`src/rtl/laser_seq_cfg.svh`:
```
`ifndef LASER_SEQ_CFG_SVH
`define LASER_SEQ_CFG_SVH

// ----------------------------------------------------------------
// register offsets (byte addresses, one 32-bit word each)
// ----------------------------------------------------------------
`define CTRL_OFF 32'h0000_0000
`define STATUS_OFF 32'h0000_0004
`define INT_STAT_OFF 32'h0000_0008
`define INT_MASK_OFF 32'h0000_000c

// ----------------------------------------------------------------
// field positions
// ----------------------------------------------------------------
`define CTRL_HOLD_BIT 0
`define CTRL_TICKLE_BIT 1
`define ST_READY_BIT 0
`define ST_ARMED_BIT 1
`define ST_FAULT_BIT 2
`define ST_PWM_BIT 3
`define ST_PINS_LSB 4
`define EV_READY_ON 0
`define EV_READY_OFF 1
`define EV_ARMED 2
`define EV_FAULT 3
`define EV_IL_LOST 4
`define EV_WIDTH 5

// ----------------------------------------------------------------
// reset values
// ----------------------------------------------------------------
`define CTRL_RST 32'h0000_0002
`define INT_MASK_RST 5'h00

// ----------------------------------------------------------------
// timing
// ----------------------------------------------------------------
`define CLK_FREQ_HZ 100000000
`define ARM_DELAY_S 5

`endif

```
`src/rtl/laser_seq_pkg.sv`:
```
package laser_seq_pkg;

  // sequencer states
  typedef enum logic [1:0] {
    ST_OFF,
    ST_ARMING,
    ST_ARMED
  } seq_state_t;

  // safety pins from the machine control system
  typedef struct packed {
    logic interlock;
    logic inhibit;
    logic shutter_req;
    logic over_temp;
    logic pwm_cmd;
  } safety_in_t;

  // status outputs and lamps
  typedef struct packed {
    logic ready;
    logic shutter_open;
    logic interlock_open;
    logic shutter_lamp;
    logic interlock_red;
    logic shutter_act;
  } ind_t;

endpackage

```
`src/rtl/laser_safety_enable_sequencer.sv`:
```
// The APB slave port and the register offsets were left to the implementer.
`timescale 1ns/1ps
`include "laser_seq_cfg.svh"

module laser_safety_enable_sequencer #(
  parameter int unsigned CLK_HZ = `CLK_FREQ_HZ,
  parameter int unsigned ARM_SEC = `ARM_DELAY_S,
  parameter int unsigned ARM_CYCLES = CLK_HZ * ARM_SEC
) (
  input wire logic pclk,
  input wire logic presetn,
  input wire logic ce,
  input wire logic psel,
  input wire logic penable,
  input wire logic pwrite,
  input wire logic [31:0] paddr,
  input wire logic [31:0] pwdata,
  output logic [31:0] prdata,
  output logic pready,
  output logic pslverr,
  input wire laser_seq_pkg::safety_in_t pins,
  input wire logic tickle_pulse,
  output laser_seq_pkg::ind_t ind,
  output logic rf_dc_en,
  output logic lase_en,
  output logic pwm_path_en,
  output logic laser_drive,
  output logic irq
);

  // ----------------------------------------------------------------
  // pin synchronisers
  // ----------------------------------------------------------------
  laser_seq_pkg::safety_in_t syn;
  logic [4:0] syn_bits;

  pin_sync #(.W(5)) u_sync (
    .clk(pclk),
    .rst_n(presetn),
    .ce(ce),
    .d(pins),
    .q(syn_bits)
  );
  assign syn = laser_seq_pkg::safety_in_t'(syn_bits);

  // ----------------------------------------------------------------
  // state
  // ----------------------------------------------------------------
  laser_seq_pkg::seq_state_t state_ff, nxt_state;
  laser_seq_pkg::ind_t ind_ff, nxt_ind;
  logic fault_ff, nxt_fault;
  logic ready_ff, nxt_ready;
  logic rf_ff, nxt_rf;
  logic armed_ff, nxt_armed;
  logic pwm_en_ff, nxt_pwm_en;
  logic drive_ff, nxt_drive;
  logic hold_ff, nxt_hold;
  logic tickle_ok_ff, nxt_tickle_ok;
  logic [`EV_WIDTH-1:0] int_stat_ff, nxt_int_stat;
  logic [`EV_WIDTH-1:0] int_mask_ff, nxt_int_mask;
  logic [`EV_WIDTH-1:0] events;
  logic irq_ff, nxt_irq;
  logic [31:0] prdata_ff, nxt_prdata;
  logic pready_ff, nxt_pready;
  logic pslverr_ff, nxt_pslverr;
  logic rdy_cond, arm_run, arm_done;
  logic wr_acc, rd_phase;
  logic [`EV_WIDTH-1:0] w1c;
  logic il_prev_ff, nxt_il_prev;

  // ----------------------------------------------------------------
  // arming delay
  // ----------------------------------------------------------------
  // restart on any drop so a bounce never shortens the delay
  assign arm_run = (state_ff == laser_seq_pkg::ST_ARMING) && rdy_cond;

  arm_timer #(.CYCLES(ARM_CYCLES)) u_timer (
    .clk(pclk),
    .rst_n(presetn),
    .ce(ce),
    .run(arm_run),
    .done(arm_done)
  );

  // ----------------------------------------------------------------
  // sequencer next state
  // ----------------------------------------------------------------
  always_comb begin
    // fault latches; only presetn (power-up) clears it, inhibit cannot
    nxt_fault = fault_ff | syn.over_temp;
    // interlock is not latched: it drops and returns with the pin
    rdy_cond = syn.interlock & ~syn.inhibit & ~fault_ff & ~hold_ff;
    nxt_state = state_ff;
    case (state_ff)
      laser_seq_pkg::ST_OFF: begin
        if (rdy_cond) begin
          nxt_state = laser_seq_pkg::ST_ARMING;
        end
      end
      laser_seq_pkg::ST_ARMING: begin
        if (!rdy_cond) begin
          nxt_state = laser_seq_pkg::ST_OFF;
        end else if (arm_done) begin
          nxt_state = laser_seq_pkg::ST_ARMED;
        end
      end
      laser_seq_pkg::ST_ARMED: begin
        if (!rdy_cond) begin
          nxt_state = laser_seq_pkg::ST_OFF;
        end
      end
      default: nxt_state = laser_seq_pkg::ST_OFF;
    endcase
    nxt_ready = (nxt_state != laser_seq_pkg::ST_OFF);
    nxt_armed = (nxt_state == laser_seq_pkg::ST_ARMED);
    // rf power only once armed, hence never while unready
    nxt_rf = nxt_armed;
    nxt_pwm_en = nxt_armed & nxt_ready & syn.shutter_req & syn.interlock;
    // without the shutter request only tickle reaches the tube
    nxt_drive = nxt_pwm_en ? syn.pwm_cmd : (nxt_armed & tickle_ok_ff & tickle_pulse);
  end

  // ----------------------------------------------------------------
  // indicators and status outputs
  // ----------------------------------------------------------------
  always_comb begin
    nxt_ind.ready = nxt_ready;
    nxt_ind.shutter_open = syn.shutter_req & nxt_ready;
    nxt_ind.shutter_lamp = syn.shutter_req & nxt_ready;
    nxt_ind.shutter_act = syn.shutter_req & nxt_ready;
    nxt_ind.interlock_open = ~syn.interlock;
    nxt_ind.interlock_red = ~syn.interlock;
  end

  always_ff @(posedge pclk or negedge presetn) begin
    if (!presetn) begin
      state_ff <= laser_seq_pkg::ST_OFF;
      ind_ff <= '0;
      fault_ff <= 1'b0;
      ready_ff <= 1'b0;
      rf_ff <= 1'b0;
      armed_ff <= 1'b0;
      pwm_en_ff <= 1'b0;
      drive_ff <= 1'b0;
    end else if (ce) begin
      state_ff <= nxt_state;
      ind_ff <= nxt_ind;
      fault_ff <= nxt_fault;
      ready_ff <= nxt_ready;
      rf_ff <= nxt_rf;
      armed_ff <= nxt_armed;
      pwm_en_ff <= nxt_pwm_en;
      drive_ff <= nxt_drive;
    end
  end

  // ----------------------------------------------------------------
  // apb slave, one wait state so every output is registered
  // ----------------------------------------------------------------
  assign rd_phase = psel & penable & ~pready_ff;
  assign wr_acc = psel & penable & pready_ff & pwrite;

  always_comb begin
    nxt_pready = rd_phase;
    nxt_prdata = prdata_ff;
    nxt_pslverr = 1'b0;
    if (rd_phase) begin
      nxt_prdata = 32'h0000_0000;
      if (paddr == `CTRL_OFF) begin
        nxt_prdata[`CTRL_HOLD_BIT] = hold_ff;
        nxt_prdata[`CTRL_TICKLE_BIT] = tickle_ok_ff;
      end else if (paddr == `STATUS_OFF) begin
        nxt_prdata[`ST_READY_BIT] = ready_ff;
        nxt_prdata[`ST_ARMED_BIT] = armed_ff;
        nxt_prdata[`ST_FAULT_BIT] = fault_ff;
        nxt_prdata[`ST_PWM_BIT] = pwm_en_ff;
        nxt_prdata[`ST_PINS_LSB +: 5] = syn_bits;
      end else if (paddr == `INT_STAT_OFF) begin
        nxt_prdata[`EV_WIDTH-1:0] = int_stat_ff;
      end else if (paddr == `INT_MASK_OFF) begin
        nxt_prdata[`EV_WIDTH-1:0] = int_mask_ff;
      end else begin
        nxt_pslverr = 1'b1;
      end
    end
  end

  // ----------------------------------------------------------------
  // control, interrupt status and mask
  // ----------------------------------------------------------------
  always_comb begin
    nxt_hold = hold_ff;
    nxt_tickle_ok = tickle_ok_ff;
    nxt_int_mask = int_mask_ff;
    w1c = '0;
    if (wr_acc) begin
      if (paddr == `CTRL_OFF) begin
        nxt_hold = pwdata[`CTRL_HOLD_BIT];
        nxt_tickle_ok = pwdata[`CTRL_TICKLE_BIT];
      end else if (paddr == `INT_STAT_OFF) begin
        w1c = pwdata[`EV_WIDTH-1:0];
      end else if (paddr == `INT_MASK_OFF) begin
        nxt_int_mask = pwdata[`EV_WIDTH-1:0];
      end
    end
    events = '0;
    events[`EV_READY_ON] = nxt_ready & ~ready_ff;
    events[`EV_READY_OFF] = ~nxt_ready & ready_ff;
    events[`EV_ARMED] = nxt_armed & ~armed_ff;
    events[`EV_FAULT] = nxt_fault & ~fault_ff;
    // falling edge only: reset value matches an open interlock, so power-up is no event
    nxt_il_prev = syn.interlock;
    events[`EV_IL_LOST] = il_prev_ff & ~syn.interlock;
    // a new event beats a clear in the same cycle
    nxt_int_stat = (int_stat_ff & ~w1c) | events;
    nxt_irq = |(nxt_int_stat & nxt_int_mask);
  end

  always_ff @(posedge pclk or negedge presetn) begin
    if (!presetn) begin
      hold_ff <= 1'((`CTRL_RST >> `CTRL_HOLD_BIT) & 32'h1);
      tickle_ok_ff <= 1'((`CTRL_RST >> `CTRL_TICKLE_BIT) & 32'h1);
      il_prev_ff <= 1'b0;
      int_stat_ff <= '0;
      int_mask_ff <= `INT_MASK_RST;
      irq_ff <= 1'b0;
      prdata_ff <= 32'h0000_0000;
      pready_ff <= 1'b0;
      pslverr_ff <= 1'b0;
    end else if (ce) begin
      hold_ff <= nxt_hold;
      tickle_ok_ff <= nxt_tickle_ok;
      il_prev_ff <= nxt_il_prev;
      int_stat_ff <= nxt_int_stat;
      int_mask_ff <= nxt_int_mask;
      irq_ff <= nxt_irq;
      prdata_ff <= nxt_prdata;
      pready_ff <= nxt_pready;
      pslverr_ff <= nxt_pslverr;
    end
  end

  // ----------------------------------------------------------------
  // outputs
  // ----------------------------------------------------------------
  assign prdata = prdata_ff;
  assign pready = pready_ff;
  assign pslverr = pslverr_ff;
  assign ind = ind_ff;
  assign rf_dc_en = rf_ff;
  assign lase_en = armed_ff;
  assign pwm_path_en = pwm_en_ff;
  assign laser_drive = drive_ff;
  assign irq = irq_ff;
endmodule

```
`src/rtl/pin_sync.sv`:
```
`timescale 1ns/1ps

module pin_sync #(
  parameter int unsigned W = 1
) (
  input wire logic clk,
  input wire logic rst_n,
  input wire logic ce,
  input wire logic [W-1:0] d,
  output logic [W-1:0] q
);

  genvar i;
  // ----------------------------------------------------------------
  // three stages per bit, change accepted when stages two and three agree
  // ----------------------------------------------------------------
  generate
    for (i = 0; i < W; i++) begin : g_bit
      logic s1_ff, s2_ff, s3_ff, q_ff;
      logic nxt_q;
      // stage one feeds stage two only, nothing else looks at it
      always_comb begin
        nxt_q = (s2_ff == s3_ff) ? s3_ff : q_ff;
      end
      always_ff @(posedge clk or negedge rst_n) begin
        if (!rst_n) begin
          s1_ff <= 1'b0;
          s2_ff <= 1'b0;
          s3_ff <= 1'b0;
          q_ff <= 1'b0;
        end else if (ce) begin
          s1_ff <= d[i];
          s2_ff <= s1_ff;
          s3_ff <= s2_ff;
          q_ff <= nxt_q;
        end
      end
      assign q[i] = q_ff;
    end
  endgenerate

endmodule

```
`src/rtl/arm_timer.sv`:
```
`timescale 1ns/1ps

module arm_timer #(
  parameter int unsigned CYCLES = 500000000
) (
  input wire logic clk,
  input wire logic rst_n,
  input wire logic ce,
  input wire logic run,
  output logic done
);

  localparam int unsigned W = $clog2(CYCLES + 1);
  localparam logic [W-1:0] LAST = W'(CYCLES);

  logic [W-1:0] cnt_ff, nxt_cnt;
  logic done_ff, nxt_done;

  // ----------------------------------------------------------------
  // counter restarts from zero whenever run drops
  // ----------------------------------------------------------------
  always_comb begin
    if (!run) begin
      nxt_cnt = '0;
    end else if (cnt_ff != LAST) begin
      nxt_cnt = cnt_ff + W'(1);
    end else begin
      nxt_cnt = cnt_ff;
    end
    nxt_done = run && (nxt_cnt == LAST);
  end

  always_ff @(posedge clk or negedge rst_n) begin
    if (!rst_n) begin
      cnt_ff <= '0;
      done_ff <= 1'b0;
    end else if (ce) begin
      cnt_ff <= nxt_cnt;
      done_ff <= nxt_done;
    end
  end

  assign done = done_ff;

endmodule

```
`config.mk`:
```
export PLATFORM = sky130hd
export DESIGN_NAME = laser_safety_enable_sequencer
export DESIGN_NICKNAME = d
export VERILOG_FILES = /design/src/rtl/laser_seq_pkg.sv /design/src/rtl/laser_safety_enable_sequencer.sv /design/src/rtl/pin_sync.sv /design/src/rtl/arm_timer.sv
export VERILOG_INCLUDE_DIRS = /design/src /design/src/rtl
export SDC_FILE = /design/constraint.sdc
export NUM_CORES = 1
export LEC_CHECK = 0
export BUFFER_PORTS_ARGS = -buffer_cell sky130_fd_sc_hd__buf_2
export CAP_MARGIN = 20
export CORE_AREA = 5 5 119 121
export CTS_CLUSTER_DIAMETER = 30
export DETAILED_ROUTE_END_ITERATION = 16
export DIE_AREA = 0 0 124 126
export GPL_ROUTABILITY_DRIVEN = 0
export PLACE_DENSITY_LB_ADDON = 0.2
export SYNTH_ARGS = -nofsm -noshare
export SYNTH_HDL_FRONTEND = slang
export SYNTH_SLANG_ARGS = --single-unit
export TNS_END_PERCENT = 20
```
`constraint.sdc`:
```
create_clock -name pclk -period 2.6 [get_ports pclk]
set_input_delay 0.39 -clock pclk [delete_from_list [all_inputs] [get_ports pclk]]
set_output_delay 0.39 -clock pclk [all_outputs]
set_load 0.02 [all_outputs]
```
==> results.yml, run 1 <==
setup_path:
  ff2ff_setup_slack_ps: 140
  slowest_delay_ps: 490
  slowest_stage: "or4_1"
  ff2ff_path_depth: 9
  reg2reg_to: "u_timer.done$_DFFE_PN0P_"
  path_cells: "inv_2 -> ha_1 -> nor4b_2 -> nand4_1 -> or4_1 -> o31ai_1 -> nand4_1 -> or4_1 -> o32ai_2"
  cp.required_ps: 2850
  arrival_ps: 2710
  worstSetupEndpointType: "flop"
  critPathLaunchType: "flop"
  rr_startpoint: "u_timer.cnt_ff[0]$_DFFE_PN0P_"
  critPathKind: "reg2reg"
  cp_max_fo: 8
power:
  fin_total_pwr_w: 0.00324
  vdd_drop_max_mv: 0.336
  p_per_area_nw_per_um2: 553
  cellLeakagePower_nw: 2.65
floorplanning:
  core_area_sq_um: 13000
  die-area_sq_um: 15600
  die_w_microns: 124
  fp.dieH_microns: 126
  start_util_pct: 37.9
  row_count: 42
  pin_count: 121
drt:
  vias: 4308
  firstDrtPassIters: 4
  drt-total-wl_microns: 13100
  ant_nets: 0
  drt-initial-drc-count: 226
  vias_per_cell: 5.31
  drc: 0
  post_drt_wl_per_cell_microns: 16.2
job:
  max_cap_violations: 0
cells_and_area:
  drive_gt1_share_pct: 25.6
  postLayoutCoreUtil_pct: 45.1
  nets: 709
  num-fill-cells: 1312
  area_delta_synth_final_pct: 19.1
  fin_cells: 812
  antenna_cells: 0
cts:
  cts_root_buf: "clkbuf_16"
  numCtsBuffers: 9
  cts_sinks: 84
  cts_tree: "yes"
  cts_buffer_depth: 2
  post-cts-setup-buffers: 0
  insertion_delay_ps: 340
  path_clk_slew_ps: 60
  h-tree-depth: 3
  cts_hold_buf: 0
  cts_resized: 0
sta:
  whs_ps: 44.5
  tightest_slew_ps: 554
  max_slew_margin_pct: 63.1
  slew_viol_final: 0
  finalHoldViolations: 0
  finalSetupViolCount: 0
  rsz0062_at_grt: "no"
  setup_tns_ps: 0
  min_period_ps: 2460
  final.setup_skew_ps: 7.98
  max_freq_mhz: 406
  fin_crit_sh_pct: 94.8
yosys:
  synth_top_area_share_pct: 42.2
  yosysUniqueCellTypes: 62
  synthAdderAreaFrac_pct: 0.509
  ys_seq_area_share_pct: 42.8
  yosysWarnings: 0
  syn_area_per_cell_sq_um: 9.06
  netlist_instances: 543
  synthMuxAreaShare_pct: 6.00
  synth_area_leader_cell: "dfrtp_1"
  synth_common_cells: "dfrtp_1 (83), nand2_1 (77), o21ai_0 (49)"
  synth_seq_cells: 84
  synth_edf_count: 0
  syn_area_sq_um: 4920
  synth_compound_area_share_pct: 16.0
  postSynth.asyncResetShare_pct: 100
  synth-xor-area-share_pct: 2.82
  synthFlopType: "dfrtp_1"
  synth_top_family_by_area: "simple AND/OR/NAND/NOR gates"
  synthSimpleGateAreaFrac_pct: 23.7
  synth_area_leaders: "dfrtp_1 (42%), nand2_1 (5.9%), o21ai_0 (5.0%), mux2_2 (4.6%), buf_4 (4.3%)"
  synth_most_common_cell: "dfrtp_1"
grt:
  grt_pass1_vias: 4313
  grt.overflow.total: 0
  grt_max_degree: 43
  grt_pass1_wl_microns: 21800
  track_usage_pct: 17.3
  antenna_found_initial: 0
placement:
  hpwl_microns: 9600
  placement.io_buffers: 70
  dpl.cell_count: 796
min_path:
  min_path_type: "in2async"
outcome:
  outcome: "complete, no violations"
-- where the power goes --
part	leakage, nW	total (W)	internal, W	switching [W]
Sequential	1.08	0.00152	0.00142	0.0000999
Combinational	1.42	0.000422	0.000168	0.000253
Clock	0.147	0.00129	0.000770	0.000524
Total	2.65	0.00324	0.00236	0.000877
-- through the flow --
stage                     cell area [sq um]  setup slack (ps)
final                                  5860               136
after floorplan                        5000               108
after global routing                   5860              20.7
after CTS                              5850              44.3
after detailed placement               5550               106
after global placement                 5550               111
-- flip-flops by register name, indices dropped and copies added (netlist names), 2 cells and up --
name and count:
u_timer.cnt_ff 29, state_ff 2, int_stat_ff 5, ind 2, int_mask_ff 5, prdata 9, u_sync.g_bit.s2_ff 5, u_sync.g_bit.s3_ff 5
u_sync.g_bit.s1_ff 5, u_sync.g_bit.q_ff 5
-- per-layer routing --
metal  global-route usage, %  up-vias  part of all wire, %
li1                        -     2083                    -
met1                    23.3     2099                   44
met2                    28.6      112                   50
met3                    2.47       14                  4.0
met4                    5.41        0                  1.3
met5                       0        -                    0
-- cell families after synthesis --
kind of cell,after synthesis
XOR/XNOR,15
multiplexers,27
AO/OA/AOI/OAI,125
adder cells (fa/ha/maj),2
AND/OR/NAND/NOR,214
flip-flops,84
other,1
buffers and inverters,75
-- worst max-delay path: cells and delay by family, from the launching register on --
family	cells	cell delay, ps
simple gates	5	1380
flops	1	460
compound gates	2	280
fa+ha+maj	1	160
buf+inv	1	80
-- cell type report --
type                       count  area (sq um)  share of cell area [%]
timing repair buffer         110           653                    11.2
sequential                    84          2110                    36.0
inverter                      20          75.1                    1.28
multi-input combinational    406          2510                    42.8
clock buffer                  12           246                    4.21
tap                          176           220                    3.76
clock inverter                 4          48.8                   0.833
-- worst max-delay path by stage --
stage | startpoint | endpoint | slack [ps]
finish | u_timer.cnt_ff[0]$_DFFE_PN0P_ | u_timer.done$_DFFE_PN0P_ | 140
detailed placement | u_timer.cnt_ff[0]$_DFFE_PN0P_ | u_timer.done$_DFFE_PN0P_ | 110
CTS | u_timer.cnt_ff[0]$_DFFE_PN0P_ | u_timer.done$_DFFE_PN0P_ | 40
floorplan | paddr[9] | irq$_DFFE_PN0P_ | 110
global route | u_timer.cnt_ff[0]$_DFFE_PN0P_ | u_timer.done$_DFFE_PN0P_ | 20
global placement | u_timer.cnt_ff[0]$_DFFE_PN0P_ | u_timer.done$_DFFE_PN0P_ | 110
-- layout by cell type, fill, tap and decap left out, types with 6 or more instances in the layout --
master,n
nor4_1,10
nand2_1,77
and2_1,7
xor2_1,7
buf_2,69
nor2_1,28
inv_1,18
o31ai_1,11
a21oi_1,21
mux2i_1,7
xnor2_1,7
nand4_1,19
dfrtp_1,81
buf_4,41
nor3_1,7
a31oi_1,7
nand3_1,21
clkbuf_16,9
a21o_1,7
mux2_2,20
a22oi_1,6
o21ai_0,49
conb_1,23
No activity file was read; power rests on OpenSTA's default activity.
==> run 2, diff against run 1 <==
==> constraint.sdc (replaced) <==
create_clock -name pclk -period 2.6 [get_ports pclk]
set_input_delay 0.52 -clock pclk [delete_from_list [all_inputs] [get_ports pclk]]
set_output_delay 0.52 -clock pclk [all_outputs]
set_load 0.02 [all_outputs]
==> results.yml, run 2 (synthesis results as in run 1) <==
outcome:
  outcome: "complete, no violations"
power:
  cellLeakagePower_nw: 2.68
  p_per_area_nw_per_um2: 548
  vdd_drop_max_mv: 0.384
grt:
  grt_max_degree: 44
  grt.overflow.total: 0
  grt_pass1_wl_microns: 21500
  grt_pass1_vias: 4311
  antenna_found_initial: 0
  track_usage_pct: 17.3
cells_and_area:
  top_register: "u_timer.cnt_ff"
  final_cell_mix: "dfrtp_1 (82), nand2_1 (77), buf_2 (69)"
  largest_reg_flops: 29
  mostFrequentLayoutCell: "dfrtp_1"
  antenna_cells: 0
  nets: 710
  area_delta_synth_final_pct: 19.8
  num-fill-cells: 1310
  drive_gt1_share_pct: 25.9
  postLayoutCoreUtil_pct: 45.4
  fin_area_sq_um: 5890
placement:
  place_ws_ps: -49.8
  placement.io_buffers: 70
  hpwl_microns: 9540
  post_dp_cell_area_sq_um: 5580
setup_path:
  critPathKind: "reg2reg"
  path_cells: "ha_1 -> nand3_2 -> or4_1 -> o21ai_0 -> a31o_2 -> o21ai_0 -> or4_1 -> o32ai_2"
  critPathLaunchType: "flop"
  slowest_delay_ps: 520
  cp.required_ps: 2850
  worstSetupEndpointType: "flop"
  slowest_stage: "or4_1"
  critPathBufInv: 0
  cp_top_family: "simple AND/OR/NAND/NOR gates"
  arrival_ps: 2730
  cp_max_fo: 6
cts:
  cts_root_buf: "clkbuf_16"
  insertion_delay_ps: 340
  h-tree-depth: 3
  cts_buffer_depth: 2
  numCtsBuffers: 9
  cts_resized: 0
  cts_sinks: 84
  cts_tree: "yes"
  path_clk_slew_ps: 60
  post-cts-setup-buffers: 0
  cts_hold_buf: 0
floorplanning:
  die-area_sq_um: 15600
  start_util_pct: 37.9
  core_area_sq_um: 13000
  row_count: 42
  pin_count: 121
  die_w_microns: 124
  fp.dieH_microns: 126
sta:
  finalWorstSetupSlack_ps: 125
  tightest_slew_ps: 567
  max_slew_margin_pct: 62.2
  min_period_ps: 2470
  max_freq_mhz: 404
  fin_crit_sh_pct: 95.2
  finalHoldViolations: 0
  rsz0062_at_grt: "no"
  final.setup_skew_ps: 8.89
  finalSetupViolCount: 0
  slew_viol_final: 0
drt:
  drt-total-wl_microns: 12900
  firstDrtPassIters: 6
  vias_per_cell: 5.34
  drt-initial-drc-count: 294
  drc: 0
  ant_nets: 0
  post_drt_wl_per_cell_microns: 15.9
  vias: 4343
job:
  max_cap_violations: 0
min_path:
  min_path_type: "in2async"
[run 2: cell type report]
cell class	instances	area, sq um	area share, %
Multi-Input combinational cell	406	2530	42.9
Sequential cell	84	2100	35.7
Timing Repair Buffer	111	673	11.4
Clock buffer	10	229	3.89
Tap cell	176	220	3.74
Inverter	20	75.1	1.27
Clock inverter	6	62.6	1.06
[run 2: worst register-to-register path, delay by kind of cell (launching register included)]
family                   cells  cell delay, ps
AO/OA/AOI/OAI                4             580
adder cells (fa/ha/maj)      1             200
flip-flops                   1             410
AND/OR/NAND/NOR              3            1180
[run 2: report_power, final]
| group | total, W | leakage (nW) | switching (W) | internal (W) |
|---|---|---|---|---|
| clock | 0.00128 | 0.147 | 0.000539 | 0.000745 |
| sequential | 0.00153 | 1.09 | 0.000103 | 0.00142 |
| combinational | 0.000419 | 1.45 | 0.000250 | 0.000169 |
[run 2: final timing paths]
kind,to,slack [ps],cells past startpoint,from
setup / recovery,u_timer.done$_DFFE_PN0P_,130,8,u_timer.cnt_ff[0]$_DFFE_PN0P_
hold / removal,pslverr$_DFFE_PN0P_,170,1,presetn
setup reg to reg,u_timer.done$_DFFE_PN0P_,130,8,u_timer.cnt_ff[0]$_DFFE_PN0P_
hold reg to reg,prdata[7]$_DFFE_PN0P_,470,2,prdata[7]$_DFFE_PN0P_
max in group asynchronous,tickle_ok_ff$_DFFE_PN1P_,1760,2,presetn
min in group pclk,u_sync.g_bit[2].s1_ff$_DFFE_PN0P_,400,2,pins[2]
[run 2: routing by layer]
layer / GRT usage (%) / up-vias / share of wire, %
met5: 0 / - / 0
met4: 7.86 / 0 / 2.8
met3: 2.87 / 32 / 4.4
met2: 27.3 / 109 / 48
met1: 23.2 / 2115 / 44
li1: - / 2087 / -
[run 2: stage by stage]
stage | power, W | hold WS [ps] | TNS [ps] | cells
2_1_floorplan | 0.00179 | 224 | 0 | 565
3_3_place_gp | 0.00196 | 454 | 0 | 797
3_5_place_dp | 0.00197 | 457 | -49.8 | 797
4_1_cts | 0.00327 | 192 | 0 | 813
5_1_grt | 0.00338 | 225 | 0 | 813
6_report | 0.00323 | 172 | 0 | 813
==> run 3, diff against run 2 <==
--- a/config.mk
+++ b/config.mk
@@ -6,12 +6,12 @@
 export SDC_FILE = /design/constraint.sdc
 export NUM_CORES = 1
 export LEC_CHECK = 0
+export ABC_CLOCK_PERIOD_IN_PS = 2600
 export BUFFER_PORTS_ARGS = -buffer_cell sky130_fd_sc_hd__buf_2
-export CAP_MARGIN = 20
-export CORE_AREA = 5 5 119 121
+export CORE_AREA = 5 5 125 127
 export CTS_CLUSTER_DIAMETER = 30
 export DETAILED_ROUTE_END_ITERATION = 16
-export DIE_AREA = 0 0 124 126
+export DIE_AREA = 0 0 130 132
 export GPL_ROUTABILITY_DRIVEN = 0
 export PLACE_DENSITY_LB_ADDON = 0.2
 export SYNTH_ARGS = -nofsm -noshare
==> results.yml, run 3 (synthesis results as in run 1) <==
outcome:
  outcome: "complete, no violations"
setup_path:
  ff2ff_setup_slack_ps: 140
  critPathKind: "reg2reg"
  cp_max_fo: 5
  reg2reg_to: "u_timer.done$_DFFE_PN0P_"
  rr_startpoint: "u_timer.cnt_ff[1]$_DFFE_PN0P_"
  arrival_ps: 2710
  cp.required_ps: 2850
  ff2ff_path_depth: 9
  endpoint: "u_timer.done$_DFFE_PN0P_"
  critPathLaunchType: "flop"
  crit_start: "u_timer.cnt_ff[1]$_DFFE_PN0P_"
  worstSetupEndpointType: "flop"
sta:
  fin_crit_sh_pct: 94.6
  finalHoldViolations: 0
  finalSetupViolCount: 0
  setup_tns_ps: 0
  min_period_ps: 2460
  finalWorstSetupSlack_ps: 140
  final.setup_skew_ps: 7.97
  max_freq_mhz: 407
  slew_viol_final: 0
drt:
  vias: 4267
  drc: 0
  drt-initial-drc-count: 193
  vias_per_cell: 5.18
  ant_nets: 0
  post_drt_wl_per_cell_microns: 15.8
  drt-total-wl_microns: 13000
  firstDrtPassIters: 5
floorplanning:
  die_w_microns: 130
  die-area_sq_um: 17200
  fp.dieH_microns: 132
  start_util_pct: 34.4
  row_count: 44
  pin_count: 121
  core_area_sq_um: 14300
placement:
  hpwl_microns: 9780
  placement.io_buffers: 70
  place_ws_ps: -31.8
cells_and_area:
  nets: 712
  drive_gt1_share_pct: 26.4
  mostFrequentLayoutCell: "dfrtp_1"
  num-fill-cells: 1426
  area_delta_synth_final_pct: 20.4
  largest_reg_flops: 29
  postLayoutCoreUtil_pct: 41.4
  final_cell_mix: "dfrtp_1 (82), nand2_1 (77), buf_2 (69)"
  top_register: "u_timer.cnt_ff"
  antenna_cells: 0
  regArea_sq_um: 2100
  multiInputGateArea_sq_um: 2530
grt:
  antenna_found_initial: 0
  grt_pass1_vias: 4314
  track_usage_pct: 15.8
  grt_pass1_wl_microns: 21800
  grt_max_degree: 51
  grt.overflow.total: 0
power:
  p_int_w: 0.00228
  p_per_area_nw_per_um2: 539
  switchingPower_w: 0.000910
  swShare_pct: 28.5
  p_comb_share_pct: 13.3
  clock_power_share_pct: 39.2
  seq_power_share_pct: 47.5
  cellLeakagePower_nw: 2.69
  vdd_drop_max_mv: 0.320
cts:
  insertion_delay_ps: 340
  cts_buffer_depth: 2
  cts_root_buf: "clkbuf_16"
  cts_sinks: 84
  path_clk_slew_ps: 70
  numCtsBuffers: 9
  cts_hold_buf: 0
  h-tree-depth: 3
  cts_tree: "yes"
min_path:
  min_path_type: "in2async"
job:
  max_cap_violations: 0
run 3: through the flow:
stage	area (sq um)	hold slack, ps	total power, W	cells
global route	5920	148	0.00337	823
CTS	5880	128	0.00324	821
floorplan	5010	224	0.00179	565
global placement	5590	452	0.00195	805
detailed placement	5590	458	0.00197	805
finish	5920	120	0.00319	823
run 3: worst min-delay path by stage:
stage,depth (start not counted),from,endpoint
after global routing,1,presetn,prdata[3]$_DFFE_PN0P_
after detailed placement,2,prdata[5]$_DFFE_PN0P_,prdata[5]$_DFFE_PN0P_
after CTS,1,presetn,prdata[4]$_DFFE_PN0P_
after global placement,2,prdata[5]$_DFFE_PN0P_,prdata[5]$_DFFE_PN0P_
final,1,presetn,prdata[4]$_DFFE_PN0P_
after floorplan,0,presetn,fault_ff$_DFFE_PN0P_
run 3: power by group through the flow:
stage / Clock (W) / Combinational, W / Sequential [W]
after floorplan: 0 / 0.000245 / 0.00155
after detailed placement: 0 / 0.000426 / 0.00154
final: 0.00125 / 0.000424 / 0.00152
after CTS: 0.00130 / 0.000431 / 0.00152
after global routing: 0.00136 / 0.000479 / 0.00153
after global placement: 0 / 0.000413 / 0.00154
run 3: layout make-up:
class                   count  area share [%]
flip-flops and latches     84            35.6
clock inverters             6           0.867
inverters                  20            1.27
well taps                 184            3.89
multi-input cells         406            42.8
repair buffers            113            11.6
clock buffers              10            4.04
run 3: timing repair:
action                     in CTS  in global routing
buffers inserted                0                  2
resized for setup               0                  5
setup endpoints to repair       0                  1
run 3: layer usage:
layer | track usage (%) | vias up | wire (microns)
li1 | - | 2084 | -
met1 | 21.2 | 2074 | 6000
met2 | 25.0 | 83 | 6190
met3 | 2.59 | 26 | 431
met4 | 6.70 | 0 | 375
met5 | 0 | - | 0
run 3: worst max-delay path: stages (launching register included):
cell	delay, ps
dfrtp_1	400
ha_1	200
nand3_2	160
buf_4	220
nor4_4	330
nand3_2	160
nor3_4	160
xnor2_1	90
or3_1	370
o32ai_2	260
